--- src/gfd_consts.svh ---
`ifndef GFD_CONSTS_SVH
`define GFD_CONSTS_SVH
// =====================================================================
// register byte addresses
`define GFD_PIN1_CTRL_ADDR 12'h000
`define GFD_PIN2_CTRL_ADDR 12'h004
`define GFD_DEBOUNCE_CFG_ADDR 12'hc10
`define GFD_IRQ_STATUS_ADDR 12'h020
`define GFD_IRQ_MASK_ADDR 12'h024
// =====================================================================
// pin control and debounce config field positions
`define GFD_FN_LSB 0
`define GFD_FN_W 7
`define GFD_DB_BIT 8
`define GFD_ODRAIN_BIT 9
`define GFD_POL_BIT 10
`define GFD_LVL_BIT 11
`define GFD_DIR_BIT 15
`define GFD_DBTIME_LSB 12
// =====================================================================
// reset values
`define GFD_FN_RESET 7'h01
`define GFD_DBTIME_RESET 4'h1
// =====================================================================
// debounce timebase: 100 us tick; times in ticks
`define GFD_CLK_MHZ 100
`define GFD_TICK_US 100
`define GFD_TICK_CYCLES (`GFD_TICK_US * `GFD_CLK_MHZ)
// =====================================================================
// function codes
`define GFD_FN_NONE 7'h00
`define GFD_FN_LEVEL 7'h01
`define GFD_FN_INT_ONE 7'h02
`define GFD_FN_INT_TWO 7'h03
`define GFD_FN_DIV_CLK 7'h04
`define GFD_FN_LOOP1_CLK 7'h05
`define GFD_FN_LOOP2_CLK 7'h06
`define GFD_FN_PULSE_ONE 7'h08
`define GFD_FN_PULSE_TWO 7'h09
`define GFD_FN_SYSUC 7'h0a
`define GFD_FN_ASYUC 7'h0b
`define GFD_FN_LOOP1_LOCK 7'h0c
`define GFD_FN_LOOP2_LOCK 7'h0d
`define GFD_FN_LOOP1_OK 7'h0f
`define GFD_FN_LOOP2_OK 7'h10
`define GFD_FN_WSEQ 7'h15
`define GFD_FN_ADDRERR 7'h16
`define GFD_FN_RC1LK 7'h1a
`define GFD_FN_RC2LK 7'h1b
`endif

--- src/gfd_pkg.sv ---
package gfd_pkg;
  // internal sources routable to a pin
  typedef struct packed {
    logic interrupt_line_one;
    logic interrupt_line_two;
    logic divided_system_clock_output;
    logic frequency_locked_loop_one_clk;
    logic frequency_locked_loop_two_clk;
    logic pulse_width_output_one;
    logic pulse_width_output_two;
    logic core_system_clock_underclock;
    logic asynchronous_domain_clock_underclock;
    logic frequency_locked_loop_one_lock;
    logic frequency_locked_loop_two_lock;
    logic frequency_locked_loop_one_ok;
    logic frequency_locked_loop_two_ok;
    logic write_sequencer_done;
    logic address_error;
    logic rate_converter_one_lock;
    logic rate_converter_two_lock;
  } gfd_src_t;

  typedef struct packed {
    logic pin_direction;
    logic pin_level;
    logic output_polarity_invert;
    logic output_drive_type;
    logic input_debounce_enable;
    logic [6:0] pin_function_select;
  } gfd_pin_cfg_t;

  typedef enum logic [1:0] {
    GFD_IDLE = 2'b00,
    GFD_WAIT = 2'b01,
    GFD_DONE = 2'b11
  } gfd_db_state_t;
endpackage : gfd_pkg

--- src/gfd_debounce.sv ---
`timescale 1ns/1ps
`include "gfd_consts.svh"
module gfd_debounce
  import gfd_pkg::*;
#(
  parameter int CNT_W = 14
)(
  // clock and reset
  input wire logic hclk,
  input wire logic hresetn,
  // control
  input wire logic tick,
  input wire logic enable,
  input wire logic [CNT_W-1:0] limit,
  // pin
  input wire logic raw,
  output logic filtered
);
  initial if (CNT_W < 13) $error("gfd_debounce: CNT_W too small");

  // =====================================================================
  // stability filter
  gfd_db_state_t st_q, st_d;
  logic [CNT_W-1:0] cnt_q, cnt_d;
  logic out_q, out_d;

  always_comb
  begin
    st_d = st_q;
    cnt_d = cnt_q;
    out_d = out_q;
    case (st_q)
      GFD_IDLE:
      begin
        if (!enable)
        begin
          out_d = raw;
        end
        else if (raw != out_q)
        begin
          st_d = GFD_WAIT;
          cnt_d = '0;
        end
      end
      GFD_WAIT:
      begin
        // any bounce restarts the timer
        if (!enable || raw == out_q)
        begin
          st_d = GFD_IDLE;
        end
        else if (tick)
        begin
          if (cnt_q + 1'b1 >= limit)
          begin
            st_d = GFD_DONE;
          end
          cnt_d = cnt_q + 1'b1;
        end
      end
      GFD_DONE:
      begin
        out_d = raw;
        st_d = GFD_IDLE;
      end
      default: st_d = GFD_IDLE;
    endcase
  end

  always_ff @(posedge hclk or negedge hresetn)
  begin
    if (!hresetn)
    begin
      st_q <= GFD_IDLE;
      cnt_q <= '0;
      out_q <= 1'b0;
    end
    else
    begin
      st_q <= st_d;
      cnt_q <= cnt_d;
      out_q <= out_d;
    end
  end

  assign filtered = out_q;
endmodule : gfd_debounce

--- src/gfd_top.sv ---
// Contract
// - debounce time 4 bits, reset 1, 100us-768ms
// - per-pin debounce enable bit 8, reset on
// - seven-bit function field, reset 01h, two pins
// - 00h none; 01h level out or input
// - 02h/03h drive interrupt lines one/two
// - 04h divided clock; 05h/06h loop clocks
// - 08h/09h drive pulse-width outputs
// - 0Ah/0Bh underclocking flags
// - 0Ch/0Dh loop lock status
// - 0Fh/10h loop clock-OK flags
// - 15h write sequencer done pulse
// - 16h address error flag
// - 1Ah/1Bh rate converter lock
// - level bit 11 writes out, reads input
// - polarity bit 10 inverts output functions
// - bit 9 selects push-pull or open-drain
//
// Decided for this implementation: the AHB-Lite register port.
`timescale 1ns/1ps
`include "gfd_consts.svh"
module gfd_top
  import gfd_pkg::*;
#(
  parameter int NPINS = 2,
  parameter int TICK_CYCLES = `GFD_TICK_CYCLES
)(
  // clock and reset
  input wire logic hclk,
  input wire logic hresetn,
  // ahb-lite slave
  input wire logic hsel,
  input wire logic [31:0] haddr,
  input wire logic [1:0] htrans,
  input wire logic hwrite,
  input wire logic [2:0] hsize,
  input wire logic hready,
  input wire logic [31:0] hwdata,
  output logic [31:0] hrdata,
  output logic hreadyout,
  output logic hresp,
  // internal sources
  input wire gfd_src_t src,
  // pins
  input wire logic [NPINS-1:0] pin_in,
  output logic [NPINS-1:0] pin_out,
  output logic [NPINS-1:0] pin_oe,
  // interrupt
  output logic irq
);
  initial if (NPINS != 2) $error("gfd_top: exactly two pins supported");
  // the timebase counter is 16 bits wide
  initial if (TICK_CYCLES < 1 || TICK_CYCLES > 65536) $error("gfd_top: TICK_CYCLES out of range");

  localparam int CNT_W = 14;

  // debounce time code to ticks of 100 us
  function automatic logic [CNT_W-1:0] db_ticks(input logic [3:0] code);
    case (code)
      4'h0: db_ticks = 14'd1;
      4'h1: db_ticks = 14'd15;
      4'h2: db_ticks = 14'd30;
      4'h3: db_ticks = 14'd60;
      4'h4: db_ticks = 14'd120;
      4'h5: db_ticks = 14'd240;
      4'h6: db_ticks = 14'd480;
      4'h7: db_ticks = 14'd960;
      4'h8: db_ticks = 14'd1920;
      4'h9: db_ticks = 14'd3840;
      4'ha: db_ticks = 14'd7680;
      // reserved codes fall back to the longest time
      default: db_ticks = 14'd7680;
    endcase
  endfunction : db_ticks

  // =====================================================================
  // ahb address phase capture
  logic wr_q, wr_d, rd_q, rd_d;
  logic [11:0] addr_q, addr_d;
  logic take;

  assign take = hsel && hready && htrans[1];

  always_comb
  begin
    wr_d = take && hwrite;
    rd_d = take && !hwrite;
    addr_d = take ? haddr[11:0] : addr_q;
  end

  always_ff @(posedge hclk or negedge hresetn)
  begin
    if (!hresetn)
    begin
      wr_q <= 1'b0;
      rd_q <= 1'b0;
      addr_q <= 12'h000;
    end
    else
    begin
      wr_q <= wr_d;
      rd_q <= rd_d;
      addr_q <= addr_d;
    end
  end

  assign hreadyout = 1'b1;
  assign hresp = 1'b0;

  // =====================================================================
  // configuration registers
  gfd_pin_cfg_t cfg_q [NPINS];
  gfd_pin_cfg_t cfg_d [NPINS];
  logic [3:0] dbtime_q, dbtime_d;
  logic [NPINS-1:0] sts_q, sts_d, mask_q, mask_d;
  logic [NPINS-1:0] filt, filt_prev_q;
  logic [NPINS-1:0] edge_ev;

  assign edge_ev = filt ^ filt_prev_q;

  always_comb
  begin
    for (int i = 0; i < NPINS; i++)
    begin
      cfg_d[i] = cfg_q[i];
      if (wr_q && addr_q == (i == 0 ? `GFD_PIN1_CTRL_ADDR : `GFD_PIN2_CTRL_ADDR))
      begin
        cfg_d[i].pin_function_select = hwdata[`GFD_FN_LSB +: `GFD_FN_W];
        cfg_d[i].input_debounce_enable = hwdata[`GFD_DB_BIT];
        cfg_d[i].output_drive_type = hwdata[`GFD_ODRAIN_BIT];
        cfg_d[i].output_polarity_invert = hwdata[`GFD_POL_BIT];
        cfg_d[i].pin_level = hwdata[`GFD_LVL_BIT];
        cfg_d[i].pin_direction = hwdata[`GFD_DIR_BIT];
      end
    end
    dbtime_d = dbtime_q;
    if (wr_q && addr_q == `GFD_DEBOUNCE_CFG_ADDR)
    begin
      dbtime_d = hwdata[`GFD_DBTIME_LSB +: 4];
    end
    mask_d = mask_q;
    if (wr_q && addr_q == `GFD_IRQ_MASK_ADDR)
    begin
      mask_d = hwdata[NPINS-1:0];
    end
    // set wins over write-one-to-clear
    sts_d = sts_q;
    if (wr_q && addr_q == `GFD_IRQ_STATUS_ADDR)
    begin
      sts_d = sts_q & ~hwdata[NPINS-1:0];
    end
    for (int i = 0; i < NPINS; i++)
    begin
      if (cfg_q[i].pin_direction && edge_ev[i])
      begin
        sts_d[i] = 1'b1;
      end
    end
  end

  always_ff @(posedge hclk or negedge hresetn)
  begin
    if (!hresetn)
    begin
      for (int i = 0; i < NPINS; i++)
      begin
        cfg_q[i] <= '{pin_direction: 1'b0, pin_level: 1'b0,
                      output_polarity_invert: 1'b0, output_drive_type: 1'b0,
                      input_debounce_enable: 1'b1,
                      pin_function_select: `GFD_FN_RESET};
      end
      dbtime_q <= `GFD_DBTIME_RESET;
      mask_q <= '0;
      sts_q <= '0;
      filt_prev_q <= '0;
    end
    else
    begin
      cfg_q <= cfg_d;
      dbtime_q <= dbtime_d;
      mask_q <= mask_d;
      sts_q <= sts_d;
      filt_prev_q <= filt;
    end
  end

  assign irq = |(sts_q & mask_q);

  // =====================================================================
  // read data, driven combinationally in the data phase
  logic [31:0] rdata;

  always_comb
  begin
    rdata = 32'h0000_0000;
    case (addr_q)
      `GFD_PIN1_CTRL_ADDR, `GFD_PIN2_CTRL_ADDR:
      begin
        for (int i = 0; i < NPINS; i++)
        begin
          if (addr_q == (i == 0 ? `GFD_PIN1_CTRL_ADDR : `GFD_PIN2_CTRL_ADDR))
          begin
            rdata[`GFD_FN_LSB +: `GFD_FN_W] = cfg_q[i].pin_function_select;
            rdata[`GFD_DB_BIT] = cfg_q[i].input_debounce_enable;
            rdata[`GFD_ODRAIN_BIT] = cfg_q[i].output_drive_type;
            rdata[`GFD_POL_BIT] = cfg_q[i].output_polarity_invert;
            // write-only when output: reads zero then
            rdata[`GFD_LVL_BIT] = cfg_q[i].pin_direction & filt[i];
            rdata[`GFD_DIR_BIT] = cfg_q[i].pin_direction;
          end
        end
      end
      `GFD_DEBOUNCE_CFG_ADDR: rdata[`GFD_DBTIME_LSB +: 4] = dbtime_q;
      `GFD_IRQ_STATUS_ADDR: rdata[NPINS-1:0] = sts_q;
      `GFD_IRQ_MASK_ADDR: rdata[NPINS-1:0] = mask_q;
      default: rdata = 32'h0000_0000;
    endcase
  end

  assign hrdata = rd_q ? rdata : 32'h0000_0000;

  // =====================================================================
  // debounce timebase
  logic [15:0] tb_q, tb_d;
  logic tick;

  assign tick = (tb_q == 16'(TICK_CYCLES - 1));

  always_comb
  begin
    tb_d = tick ? 16'h0000 : tb_q + 16'h0001;
  end

  always_ff @(posedge hclk or negedge hresetn)
  begin
    if (!hresetn)
    begin
      tb_q <= 16'h0000;
    end
    else
    begin
      tb_q <= tb_d;
    end
  end

  // =====================================================================
  // per-pin input filter and output routing
  logic [NPINS-1:0] drv_val, drv_en;

  for (genvar g = 0; g < NPINS; g++)
  begin : g_pin
    gfd_debounce #(.CNT_W(CNT_W)) u_db (
      .hclk(hclk),
      .hresetn(hresetn),
      .tick(tick),
      .enable(cfg_q[g].input_debounce_enable),
      .limit(db_ticks(dbtime_q)),
      .raw(pin_in[g]),
      .filtered(filt[g])
    );
  end

  always_comb
  begin
    for (int i = 0; i < NPINS; i++)
    begin
      drv_en[i] = 1'b1;
      case (cfg_q[i].pin_function_select)
        `GFD_FN_LEVEL:
        begin
          // direction set means the pin is an input
          drv_en[i] = !cfg_q[i].pin_direction;
          drv_val[i] = cfg_q[i].pin_level;
        end
        `GFD_FN_INT_ONE: drv_val[i] = src.interrupt_line_one;
        `GFD_FN_INT_TWO: drv_val[i] = src.interrupt_line_two;
        `GFD_FN_DIV_CLK: drv_val[i] = src.divided_system_clock_output;
        `GFD_FN_LOOP1_CLK: drv_val[i] = src.frequency_locked_loop_one_clk;
        `GFD_FN_LOOP2_CLK: drv_val[i] = src.frequency_locked_loop_two_clk;
        `GFD_FN_PULSE_ONE: drv_val[i] = src.pulse_width_output_one;
        `GFD_FN_PULSE_TWO: drv_val[i] = src.pulse_width_output_two;
        `GFD_FN_SYSUC: drv_val[i] = src.core_system_clock_underclock;
        `GFD_FN_ASYUC: drv_val[i] = src.asynchronous_domain_clock_underclock;
        `GFD_FN_LOOP1_LOCK: drv_val[i] = src.frequency_locked_loop_one_lock;
        `GFD_FN_LOOP2_LOCK: drv_val[i] = src.frequency_locked_loop_two_lock;
        `GFD_FN_LOOP1_OK: drv_val[i] = src.frequency_locked_loop_one_ok;
        `GFD_FN_LOOP2_OK: drv_val[i] = src.frequency_locked_loop_two_ok;
        `GFD_FN_WSEQ: drv_val[i] = src.write_sequencer_done;
        `GFD_FN_ADDRERR: drv_val[i] = src.address_error;
        `GFD_FN_RC1LK: drv_val[i] = src.rate_converter_one_lock;
        `GFD_FN_RC2LK: drv_val[i] = src.rate_converter_two_lock;
        default:
        begin
          // code 00h and undefined codes
          drv_en[i] = 1'b0;
          drv_val[i] = 1'b0;
        end
      endcase
      // every driven function inverts, the level output included
      drv_val[i] = drv_val[i] ^ cfg_q[i].output_polarity_invert;
    end
  end

  always_comb
  begin
    for (int i = 0; i < NPINS; i++)
    begin
      // open drain only pulls low
      pin_out[i] = drv_val[i];
      pin_oe[i] = drv_en[i] && !(cfg_q[i].output_drive_type && drv_val[i]);
    end
  end
endmodule : gfd_top

--- config.mk ---
export PLATFORM = sky130hd
export DESIGN_NAME = gfd_top
export DESIGN_NICKNAME = d
export VERILOG_FILES = /design/src/gfd_pkg.sv /design/src/gfd_debounce.sv /design/src/gfd_top.sv
export VERILOG_INCLUDE_DIRS = /design/src
export SDC_FILE = /design/constraint.sdc
export NUM_CORES = 1
export LEC_CHECK = 0
export BUFFER_PORTS_ARGS = -buffer_cell sky130_fd_sc_hd__buf_2
export CAP_MARGIN = 20
export CORE_MARGIN = 3
export CORE_UTILIZATION = 35
export DETAILED_ROUTE_END_ITERATION = 10
export MAX_ROUTING_LAYER = met4
export PLACE_DENSITY = 0.59
export SLEW_MARGIN = 20
export SYNTH_ARGS = -nofsm -noshare
export SYNTH_HDL_FRONTEND = slang
export SYNTH_SLANG_ARGS = --single-unit
--- constraint.sdc ---
create_clock -name hclk -period 5.4 [get_ports hclk]
set_clock_uncertainty 0.15 [all_clocks]
set_input_delay 0.27 -clock hclk [delete_from_list [all_inputs] [get_ports hclk]]
set_output_delay 0.27 -clock hclk [all_outputs]
set_load 0.02 [all_outputs]
* Yosys cells after proc, flatten, opt, wreduce, memory -nomap -nowiden
Memories as Yosys holds them, arrays and structs flattened.
Cells that the tools add are included.
** Operators by class
- $add $sub $neg :: 3
- Magnitude comparators :: 2
- Equality and inequality tests :: 63
- Mux-type cells :: 46
- Bitwise operators :: 8
- Reduce and logical (&&, ||, !) cells :: 43
** Operator list (number)
- two-way mux 14 bit :: 8
- equality test 7 x 4 -> 1 bit, second input constant :: 14
- equality test 7 x 5 -> 1 bit, second input constant :: 10
- one-hot mux 14 bit (2 select lines) :: 2
- equality test 7 x 3 -> 1 bit, second input constant :: 6
- one-hot mux 1 bit (18 select lines) :: 2
- OR reduction 17 bit :: 2
- two-way mux 16 bit :: 2
- adder 14 x 1 -> 14 bit, second input constant :: 2
- equality test 7 x 2 -> 1 bit, second input constant :: 4
- >= comparator 14 bit :: 2
- equality test 12 x 6 -> 1 bit, second input constant :: 2
- two-way mux 2 bit :: 11
- adder 16 x 1 -> 16 bit, second input constant :: 1
- equality test 16 x 14 -> 1 bit, second input constant :: 1
- inequality test 2 bit, second input constant :: 8
- logical AND 1 bit :: 15
- equality test 7 x 1 -> 1 bit, second input constant :: 2
- two-way mux 7 bit :: 2
- equality test 12 bit, second input constant :: 1
- equality test 12 x 3 -> 1 bit, second input constant :: 1
- logical NOT 12 bit :: 1
- two-way mux 4 bit :: 3
- nonzero test 2 bit :: 6
- 25 further kinds :: 57
** Word-level totals
- Register bits after elaboration :: 98
- Bits in read-only memories :: 416
- Input port bits :: 93
- Output and inout bits :: 39
- Logic and storage cells :: 194
- Memories :: 2
** Memories
- (name not given) :: depth 16, width 13, rd ports 1, clocked after Yosys merged registers in 0, wr ports 0, line gfd_top.sv:59 : case (code)
- (name not given) :: depth 16, width 13, rd ports 1, clocked after Yosys merged registers in 0, wr ports 0, line gfd_top.sv:59

* Longest topological paths before layout
Gate-level depths: netlist of the first run.
- Depth in word-level cells :: 6
- Mapped depth :: 12

* Hierarchy
A second synthesis of the first run with hierarchy kept.
** Unflattened totals
- Cells, all modules :: 656
- Area total of the unflattened synthesis :: 6545.0 µm²
** Modules (own cells, without submodules)
- gfd_top :: instances 1, cells an instance 370, area an instance 3886.2 µm², seq. area each 1607.8 µm²
- gfd_debounce (g_pin[1].u_db) :: instances 1, cells an instance 142, area an instance 1338.8 µm², seq. area each 425.4 µm²
- gfd_debounce (g_pin[0].u_db) :: instances 1, cells an instance 144, area an instance 1320.0 µm², seq. area each 425.4 µm²

* Worst setup path before layout of the first run
Ideal clock, no wire load.
- Path type :: flip-flop to output port
- Start :: register cfg_q[0] (netlist bit)
- End :: output port pin_oe[1]
- Arrival :: 2.310 ns
- Setup slack :: 2.670 ns
- Stages on the path, launching flop included :: 8
- Cell sequence :: dfstp_2 -> clkbuf_1 -> mux2_2 -> a221o_1 -> a21oi_1 -> nor4_1 -> or3_1 -> a31oi_1
** Between the ends
- Word-level cells in the longest chain between the ends :: 6
- Elaborated cells between the ends (all ways) :: 25
- Classes of those cells :: eq/ne (18); mux (2); bitwise (1); reduce/logical (4)
** RTL lines
- from (decl) :: line gfd_top.sv:112 : gfd_pin_cfg_t cfg_q [NPINS];
- from (signal, indexed assignment) :: line gfd_top.sv:167 : cfg_q[i] <= '{pin_direction: 1'b0, pin_level: 1'b0,
- from (signal assigned) :: line gfd_top.sv:179 : cfg_q <= cfg_d;
- equality test 7 x 5 -> 1 bit, or another cell as far along :: line gfd_top.sv:268 : case (cfg_q[i].pin_function_select)
- one-hot mux 1 bit (18 select lines) :: line gfd_top.sv:268
- bitwise XOR 1 bit :: line gfd_top.sv:300 : drv_val[i] = drv_val[i] ^ cfg_q[i].output_polarity_invert;
- logical AND 1 bit :: line gfd_top.sv:310 : pin_oe[i] = drv_en[i] && !(cfg_q[i].output_drive_type && drv_val[i]);
- logical NOT 1 bit :: line gfd_top.sv:310
- logical AND 1 bit (*) :: line gfd_top.sv:310
- to (decl) :: line gfd_top.sv:47 : output logic [NPINS-1:0] pin_oe,
Every way passes the cells marked *; elsewhere a longest branch is shown, timed or not.

* Worst setup path in the final report of the first run
Same ends and word-level chain as after synthesis.

==> results of run 1 <==
-- stage by stage --
step                      power (uW)  util, %  setup slack, ps
final                           1640     41.5             2240
after global routing            1720     41.5             2120
after CTS                       1660     41.5             2230
after detailed placement         985     39.1             2380
after global placement           976     39.1             2400
after floorplan                  925        -             2670
-- metal layers --
layer	wire, um	track usage (%)	share of wire, %	up-vias
met5	0	-	0	-
met4	182	3.74	1.3	0
met2	6700	24.5	49	121
li1	-	-	-	2296
met1	6200	18.9	45	2289
met3	544	2.56	4.0	16
-- registers in the layout, indices dropped and copies added, names as in the netlist, 4 cells and up --
signal / count
addr_q: 12
cfg_q: 24
dbtime_q: 4
g_pin.u_db.cnt_q: 28
g_pin.u_db.st_q: 4
tb_q: 16
-- cells in the mapped netlist, types with 7 or more instances --
cell type	number	area share, %
a21o_1	7	0.86
a21oi_1	21	1.7
a22o_1	25	3.6
a31oi_1	10	1.0
and3_1	9	0.92
buf_4	21	2.6
clkbuf_1	20	1.2
dfrtp_1	93	38
ha_1	35	7.2
inv_1	16	0.98
mux2_2	44	8.1
mux2i_1	15	2.5
nand2_1	45	2.8
nand2b_1	7	0.72
nand3_1	19	1.6
nand4_1	16	1.6
nor2_1	47	2.9
nor3_1	10	0.82
o21ai_0	19	1.6
xnor2_1	25	3.6
xor2_1	18	2.6
-- power breakdown --
| part | internal [uW] | leakage (uW) | total, uW | switching (uW) |
|---|---|---|---|---|
| sequential | 762 | 0.00127 | 805 | 42.8 |
| combinational | 81.9 | 0.00179 | 169 | 87.1 |
| clock | 378 | 0.000147 | 666 | 288 |
-- layout by cell type, fill, tap and decap left out, types with 3 or more instances in the layout --
| cell type | n |
|---|---|
| dfrtp_1 | 93 |
| buf_2 | 70 |
| nor2_1 | 47 |
| nand2_1 | 45 |
| mux2_2 | 44 |
| ha_1 | 35 |
| xnor2_1 | 25 |
| a22o_1 | 25 |
| a21oi_1 | 21 |
| nand3_1 | 19 |
| o21ai_0 | 19 |
| conb_1 | 19 |
| xor2_1 | 18 |
| inv_1 | 16 |
| nand4_1 | 16 |
| mux2i_1 | 15 |
| a31oi_1 | 10 |
| nor3_1 | 10 |
| and3_1 | 9 |
| clkbuf_16 | 9 |
| dlygate4sd3_1 | 8 |
| nand2b_1 | 7 |
| a21o_1 | 7 |
| or3_1 | 6 |
| nand3b_1 | 6 |
| nor2b_1 | 6 |
| dfstp_2 | 5 |
| nor3b_1 | 4 |
| mux4_2 | 3 |
| o211ai_1 | 3 |
| nor4_1 | 3 |
| o21ai_1 | 3 |
-- area by class of cell --
| type | count | area [um2] | area share (%) |
|---|---|---|---|
| multi-input combinational | 466 | 3420 | 49.1 |
| timing repair buffer | 80 | 445 | 6.39 |
| clock inverter | 6 | 73.8 | 1.06 |
| sequential | 98 | 2460 | 35.3 |
| clock buffer | 10 | 239 | 3.43 |
| inverter | 16 | 60.1 | 0.861 |
| tap | 220 | 275 | 3.95 |
-- final timing paths --
kind,end,slack [ps],cells past startpoint
worst min-delay path,dbtime_q[0],10,2
worst min register to register,tb_q[0],340,1
min in group asynchronous,addr_q[0],200,2
worst max-delay path,pin_oe[1],2240,7
worst max register to register,cfg_q[9],2410,5
max in group asynchronous,tb_q[12],3640,3
-- kinds of logic (layout without fill, tap and decap cells) --
kind of cell,Yosys count,count (layout)
flops,98,98
fa+ha+maj,35,35
xor+xnor,43,43
buf+inv,60,112
compound gates,111,111
simple gates,196,196
mux,62,62
other cells,2,19
==> summary.md, run 1 <==
| Metric | Value |
|---|---|
| Unrepaired setup endpoints after global routing | `false` |
| EDFF count, synth | `0` |
| Fin nets | `799` |
| Via density | `5.27` |
| Root buffer cell | `clkbuf_16` |
| Ys flop type | `dfrtp_1` |
| Power Dens Cells | `235 nW/um2` |
| # clock sinks | `between 90 and 100` |
| Synth async-reset ratio | `100%` |
| Crit-path cells | `mux2_2, a221o_1, a21oi_1, nor4_1, or3_1, a31oi_1, buf_2` |
| Post-Synth Adder-Cell Area | `7.16%` |
| DRC viols | `0` |
| Final Critical Period | `3160 ps` |
| Finished Layout Cells | `896` |
| IR drop worst, VDD | `roughly 0.14 mV` |
| Die width | `138 um` |
| Total GRT Usage | `between 10% and 20%` |
| Crit-path leading delay family | `flip-flops` |
| Final ANT Viol Nets | `0` |
| Final wirelength | `13.6 mm` |
| DR WL/cell | `roughly 15 um` |
| Inserted Clock Buffers | `9` |
| Drt pass-1 iters | `5` |
| Max-Cap Viols | `0` |
| Cell variety after synth | `between 60 and 70` |
| Hold Slack | `between 10 and 15 ps` |
| Clk slew on worst S/H paths | `70 ps` |
| Delay of the slowest critical-path stage | `roughly 720 ps` |
| Total congestion overflow | `0` |
| Longest Clk Path Bufs | `2` |
| Filler instances | `roughly 1,600` |
| Status | `completed` |
| Gpl congestion | `around 0.89` |
| Setup bufs post-CTS | `0` |
| Initial drt markers | `287` |
| WS Path Type | `reg2out` |
| CP Launch Point | `cfg_q[0]` |
| LEAKAGE | `0.00321 uW` |
| Layout cells sized above 1 | `22.3%` |
| Starting Density | `36.4%` |
| CP Capture Type | `output port` |
| CP max-delay cell | `dfstp_2` |
| Core area | `between 15,000 and 20,000 um2` |
| Hold Fails Final Rpt | `0` |
| Post-synthesis register bit count | `98` |
| TritonCTS clock tree | `done` |
| CP required | `roughly 5000 ps` |
| Synth Area in Compound Gates | `12.5%` |
| RR Startpoint | `addr_q[7]` |
| Post-DP Area | `6580 um2` |
| Worst Tran Pin Value | `roughly 1100 ps` |
| Hold Startpoint | `hwdata[12]` |
| Final worst path period share | `58.4%` |
| Die height | `138 um` |
| Final setup vio count | `0` |
| H-tree Lvls | `3` |
| Num rows | `47` |
| Top-Level Pins | `132` |
| Crit Path Max Fanout | `16` |
| Fmax | `317 MHz` |
| Main combinational cell family by area after synthesis | `simple AND/OR/NAND/NOR gates` |
| Setup TNS | `0 ps` |
| Syn_area_per_cell | `around 10 um2` |
| Synth warn | `0` |
| Synthesis-to-finish area growth | `14.0%` |
| Worst path arrival time | `~2700 ps` |
| Clock Latency Late Sink | `about 340 ps` |
| Relative slew slack | `27.2%` |
| Cell count after placement | `872` |
| Cell area after layout | `roughly 7000 um2` |
| Min-Delay Path Class | `in2reg` |
| Antenna Cells | `0` |
| Slew Limit Fails | `0` |
| Cells after Synth | `607` |
| First-pass GRT wire length | `23.2 mm` |
| Sequential area share after synthesis | `between 40% and 50%` |
| Largest net degree at the start of global routing | `79` |
| Post-synthesis xor/xnor area fraction | `6.16%` |
| Vias in the first global route | `4,674` |
| Die area | `19,100 um2` |
| Setup crit start kind | `flop` |
| Multiplexer share of the synthesized area | `11.7%` |
| Detailed placement HPWL | `10.4 mm` |
| Initial antenna violation count | `0` |
| DR vias | `approximately 4,700` |
| Hold-fix buffers, CTS | `8` |
| Simple-Gate Fraction of Synth Area | `17.2%` |
| Mapped Area | `around 6000 um2` |
| CP Buf/Inv Count | `1` |
| CTS-repair resized insts | `0` |
| I/O Buffers | `71` |
No activity file was read; power rests on OpenSTA's default activity.
==> run 2, diff against run 1 <==
--- a/config.mk
+++ b/config.mk
@@ -12,7 +12,7 @@
 export CORE_UTILIZATION = 35
 export DETAILED_ROUTE_END_ITERATION = 10
 export MAX_ROUTING_LAYER = met4
-export PLACE_DENSITY = 0.59
+export PLACE_DENSITY = 0.61
 export SLEW_MARGIN = 20
 export SYNTH_ARGS = -nofsm -noshare
 export SYNTH_HDL_FRONTEND = slang
==> constraint.sdc (replaced) <==
create_clock -name hclk -period 2.9 [get_ports hclk]
set_clock_uncertainty 0.15 [all_clocks]
set_input_delay 0.145 -clock hclk [delete_from_list [all_inputs] [get_ports hclk]]
set_output_delay 0.145 -clock hclk [all_outputs]
set_load 0.02 [all_outputs]
==> run 2 against run 1 <==
  * Register-to-register slack got worse by 2300 ps
  * Die area stayed put
  * Critical endpoint unchanged
  * Cell count is 4.8% higher
  * Sequential share of layout area decreased by 2.0 points
  * Highest routed layer unchanged
  * Final area is 6.3% higher
  * Critical path depth stayed put
  * Setup slack got worse by 2200 ps
  * Combinational power increased by 130%
  * Critical path type unchanged
  * Routed wire length is 5.2% higher
  * Flip-flop and latch count unchanged
==> summary.md, run 2 (synthesized netlist as in run 1, its figures left out) <==
| Metric | Value |
|---|---|
| Status | `completed` |
| Max reg flops | `28` |
| I/O Buffers | `71` |
| Antenna Cells | `0` |
| Root buffer cell | `clkbuf_16` |
| Total congestion overflow | `0` |
| Min-Delay Path Class | `in2async` |
| Commonest non-fill, non-tap cell in the layout | `dfrtp_1` |
| Setup crit start kind | `flop` |
| Starting Density | `a little over a third` |
| TritonCTS clock tree | `done` |
| Fmax | `between 300 and 400 MHz` |
| DR WL/cell | `approximately 15 um` |
| Largest net degree at the start of global routing | `55` |
| DRC viols | `0` |
| H-tree Lvls | `3` |
| Cell count after placement | `890` |
| First-pass GRT wire length | `24.1 mm` |
| Inserted Clock Buffers | `9` |
| WS Path Type | `reg2out` |
| Via density | `5.25` |
| Fin nets | `~840` |
| Clock Latency Late Sink | `between 300 and 400 ps` |
| Crit-path cells | `mux2_2, a221o_1, a21oi_2, nor4_2, or3_1, a31oi_1, buf_2` |
| Worst Tran Pin Value | `940 ps` |
| Unrepaired setup endpoints after global routing | `false` |
| Layout cells sized above 1 | `24.8%` |
| Top-Level Pins | `132` |
| Num rows | `47` |
| Longest Clk Path Bufs | `2` |
| Final setup vio count | `0` |
| Die height | `138 um` |
| Worst path arrival time | `2520 ps` |
| Final worst path period share | `97.2%` |
| Final ANT Viol Nets | `0` |
| Drt pass-1 iters | `4` |
| Die width | `138 um` |
| CP required | `2610 ps` |
| Filler instances | `1,563` |
| Detailed placement HPWL | `roughly 11 mm` |
| Vias in the first global route | `4,990` |
| Max-Cap Viols | `0` |
| Power Dens Cells | `~430 nW/um2` |
| Top Registers | `g_pin.u_db.cnt_q x28, cfg_q x24, tb_q x16` |
| Delay of the slowest critical-path stage | `540 ps` |
| CP Capture Type | `output port` |
| Most flops, register | `g_pin.u_db.cnt_q` |
| Synthesis-to-finish area growth | `21.2%` |
| IR drop worst, VDD | `0.240 mV` |
| Setup TNS | `0 ps` |
| Final Critical Period | `2820 ps` |
| Finished Layout Cells | `939` |
| LEAKAGE | `0.00343 uW` |
| Core area | `16,800 um2` |
| DR vias | `between 4,000 and 5,000` |
| Total GRT Usage | `15.3%` |
| Gpl congestion | `about 0.86` |
| Most frequent cells in the layout | `dfrtp_1, buf_2, nor2_1, nand2_1, mux2_2` |
| Relative slew slack | `36.9%` |
| Initial antenna violation count | `0` |
| Hold Fails Final Rpt | `0` |
| Final wirelength | `14.3 mm` |
| Clk slew on worst S/H paths | `~70 ps` |
| Initial drt markers | `between 200 and 300` |
| Crit Path Max Fanout | `2` |
| CP max-delay cell | `dfstp_2` |
| # clock sinks | `98` |
| Die area | `19,100 um2` |
| Slew Limit Fails | `0` |
## run 2: final cells by class
cell class	count	area, um2	share of cell area [%]
multi-input combinational	466	3440	46.4
sequential	98	2460	33.2
timing repair buffer	123	841	11.3
tap	220	275	3.71
clock buffer	10	239	3.22
clock inverter	6	95.1	1.28
inverter	16	60.1	0.810
## run 2: per-layer routing
metal | global-route usage, % | wire length, um
met2 | 24.8 | 6930
met4 | 5.46 | 320
met1 | 19.4 | 6450
met3 | 2.66 | 632
met5 | - | 0
## run 2: critical path, delay by kind of cell (launching register included)
family / cells / cell delay, ps
AOI/OAI and AO/OA: 3 / 670
buffers and inverters: 1 / 190
DFF: 1 / 540
muxes: 1 / 330
and+or+nand+nor: 2 / 440
## run 2: path summary, 6_finish.rpt
path,slack (ps),cells after the start,endpoint,startpoint
max reg2reg,130,11,g_pin[0].u_db.st_q[1],dbtime_q[0]
min,190,2,addr_q[0],hresetn
max,80,7,pin_oe[1],cfg_q[0]
max in group asynchronous,1680,3,dbtime_q[0],hresetn
min in group hclk,300,3,wr_q,htrans[1]
min reg2reg,340,1,tb_q[0],tb_q[0]
## run 2: report_power, final
group / internal (uW) / switching (uW)
clock: 791 / 549
sequential: 1420 / 52.7
combinational: 185 / 199
total: 2390 / 801
## run 2: stage by stage
stage / instance area, um2 / total power, uW / setup slack [ps] / hold WS [ps] / utilization (%)
final: 7420 / 3200 / 80.7 / 193 / 44.1
after detailed placement: 6720 / 1840 / 187 / 47.0 / 40.0
after global placement: 6720 / 1830 / 194 / 38.2 / 40.0
after global routing: 7420 / 3330 / 4.12 / 263 / 44.1
after CTS: 7380 / 3220 / 25.8 / 226 / 43.9
after floorplan: 6180 / 1720 / 295 / -301 / -
## run 2: repair_timing
action / 4_1_cts / 5_1_grt
buffers inserted: 0 / 2
hold buffers: 31 / 0
endpoints found under the hold margin: 88 / 0
gates resized for setup: 2 / 7
endpoints found under the setup margin: 1 / 13
pin swaps: 0 / 0
==> run 3, diff against run 2 <==
--- a/config.mk
+++ b/config.mk
@@ -11,8 +11,8 @@
 export CORE_MARGIN = 3
 export CORE_UTILIZATION = 35
 export DETAILED_ROUTE_END_ITERATION = 10
-export MAX_ROUTING_LAYER = met4
 export PLACE_DENSITY = 0.61
+export RECOVER_POWER = 25
 export SLEW_MARGIN = 20
 export SYNTH_ARGS = -nofsm -noshare
 export SYNTH_HDL_FRONTEND = slang
==> run 3 against run 2 <==
  * Cell count is the same
  * Sequential share of layout area barely moved
  * Critical path depth unchanged
  * Register-to-register slack improved by 20 ps
  * Worst hold slack improved by 100 ps
  * Power is essentially flat
  * Routed wire length hardly changed
  * Clock-buffer cell count unchanged
  * Maximum frequency barely moved
  * Critical endpoint unchanged
  * Largest power group unchanged
==> summary.md, run 3 (synthesized netlist as in run 1, its figures left out) <==
| Metric | Value |
|---|---|
| Num rows | `47` |
| # clock sinks | `98` |
| Drt pass-1 iters | `5` |
| I/O Buffers | `71` |
| Antenna Cells | `0` |
| Detailed placement HPWL | `10.7 mm` |
| Commonest non-fill, non-tap cell in the layout | `dfrtp_1` |
| Die area | `19,100 um2` |
| DRC viols | `0` |
| Clock Latency Late Sink | `350 ps` |
| Clk slew on worst S/H paths | `70 ps` |
| Core area | `16,800 um2` |
| Inserted Clock Buffers | `9` |
| Crit Path Max Fanout | `2` |
| CP Capture Type | `output port` |
| Max-Cap Viols | `0` |
| Hold Fails Final Rpt | `0` |
| Relative slew slack | `22.9%` |
| LEAKAGE | `0.00343 uW` |
| Worst Setup EP | `pin_oe[1]` |
| Hold Slack | `293 ps` |
| Setup TNS | `0 ps` |
| Total GRT Usage | `14.9%` |
| Flop2flop setup slack | `150 ps` |
| TritonCTS clock tree | `done` |
| Vias in the first global route | `about 5,000` |
| Final Critical Period | `2820 ps` |
| Final ANT Viol Nets | `0` |
| Reg2Reg Capture Point | `g_pin[0].u_db.st_q[1]` |
| Most frequent cells in the layout | `dfrtp_1, buf_2, nor2_1, nand2_1, mux2_2` |
| Min-Delay Path Class | `in2reg` |
| Internal power | `2390 uW` |
| Gpl congestion | `0.843` |
| CP required | `2610 ps` |
| WS Path Type | `reg2out` |
| Clock power share | `42.0%` |
| Synthesis-to-finish area growth | `21.2%` |
| Sequential Power Share | `46.0%` |
| Worst path arrival time | `2520 ps` |
| Max reg flops | `28` |
| H-tree Lvls | `3` |
| Power Dens Cells | `431 nW/um2` |
| Post-DP Area | `6720 um2` |
| Initial antenna violation count | `0` |
| Fmax | `355 MHz` |
| Die height | `138 um` |
| Cell count after placement | `890` |
| Final worst path period share | `a little over nine tenths` |
| Cell area after layout | `7410 um2` |
| Top Registers | `g_pin.u_db.cnt_q x28, cfg_q x24, tb_q x16` |
| Top-Level Pins | `approximately 130` |
| Status | `completed` |
| Via density | `5.23` |
| Final setup vio count | `0` |
| Root buffer cell | `clkbuf_16` |
| Setup crit start kind | `flop` |
| Die width | `approximately 140 um` |
| R2r worst-path depth | `11` |
| Switching share of power | `between 20% and 30%` |
| Unrepaired setup endpoints after global routing | `false` |
| Longest Clk Path Bufs | `2` |
| RR Startpoint | `dbtime_q[0]` |
| DR WL/cell | `15.3 um` |
| DR vias | `approximately 4,900` |
| IR drop worst, VDD | `0.241 mV` |
| Layout cells sized above 1 | `24.8%` |
| Slew Limit Fails | `0` |
| Most flops, register | `g_pin.u_db.cnt_q` |
| CP Launch Point | `cfg_q[0]` |
| Finished Layout Cells | `approximately 940` |
| Final wirelength | `14.3 mm` |
| Largest net degree at the start of global routing | `55` |
| Initial drt markers | `approximately 250` |
| Fin nets | `approximately 840` |
| First-pass GRT wire length | `24.1 mm` |
| Part of the power in combinational logic | `roughly an eighth` |
| Total congestion overflow | `0` |
| Starting Density | `36.4%` |
| Filler instances | `between 1,500 and 2,000` |
| Net Sw Power | `804 uW` |
| Worst Tran Pin Value | `1160 ps` |
-- run 3: cell count changes in the layout (fill, tap and decap cells not counted) --
cell | previous run | this run
clkbuf_2 | 0 | 1
buf_4 | 22 | 21
-- run 3: layer usage --
| layer | global-route usage (%) | share of wire [%] | up-vias |
|---|---|---|---|
| met3 | 2.66 | 4.7 | 25 |
| met5 | 0 | 0 | - |
| met2 | 24.7 | 48 | 143 |
| li1 | - | - | 2380 |
| met4 | 5.46 | 2.2 | 0 |
| met1 | 19.5 | 45 | 2367 |
-- run 3: timing repair --
item,in CTS,in global routing
resized for setup,2,7
endpoints found under the setup margin,1,13
buffers inserted,0,2
hold buffers,31,0
endpoints found under the hold margin,88,0
-- run 3: how the worst min path moves through the flow --
stage | from | to | cells past startpoint
floorplan | hresetn | addr_q[0] | 0
global placement | hresetn | addr_q[0] | 1
detailed placement | hresetn | addr_q[4] | 1
CTS | hresetn | cfg_q[13] | 2
global route | tb_q[0] | tb_q[0] | 1
finish | htrans[1] | wr_q | 3
-- run 3: cell type report --
class,instances,area [um2],area share (%)
clock buffers,10,239,3.22
clock inverters,6,95.1,1.28
inverters,16,60.1,0.810
multi-input cells,466,3440,46.4
flip-flops and latches,98,2460,33.2
well taps,220,275,3.71
repair buffers,123,838,11.3
-- run 3: metrics by stage --
stage / utilization [%] / power, uW / worst slack, ps
2_1_floorplan: - / 1720 / 295
3_3_place_gp: 40.0 / 1830 / 194
3_5_place_dp: 40.0 / 1840 / 187
4_1_cts: 43.9 / 3220 / 25.8
5_1_grt: 44.1 / 3330 / 3.73
6_report: 44.1 / 3200 / 83.0
-- run 3: power by group through the flow --
stage	Sequential, uW	Clock (uW)	Combinational, uW
floorplan	1470	0	253
global placement	1490	0	334
detailed placement	1500	0	345
CTS	1470	1370	380
global route	1480	1430	421
finish	1470	1340	384
-- run 3: critical path, cell delays in order (launching register included) --
cell     delay [ps]
dfstp_2         540
mux2_2          330
a221o_1         310
a21oi_2         180
nor4_2           70
or3_1           370
a31oi_1         180
buf_2           190
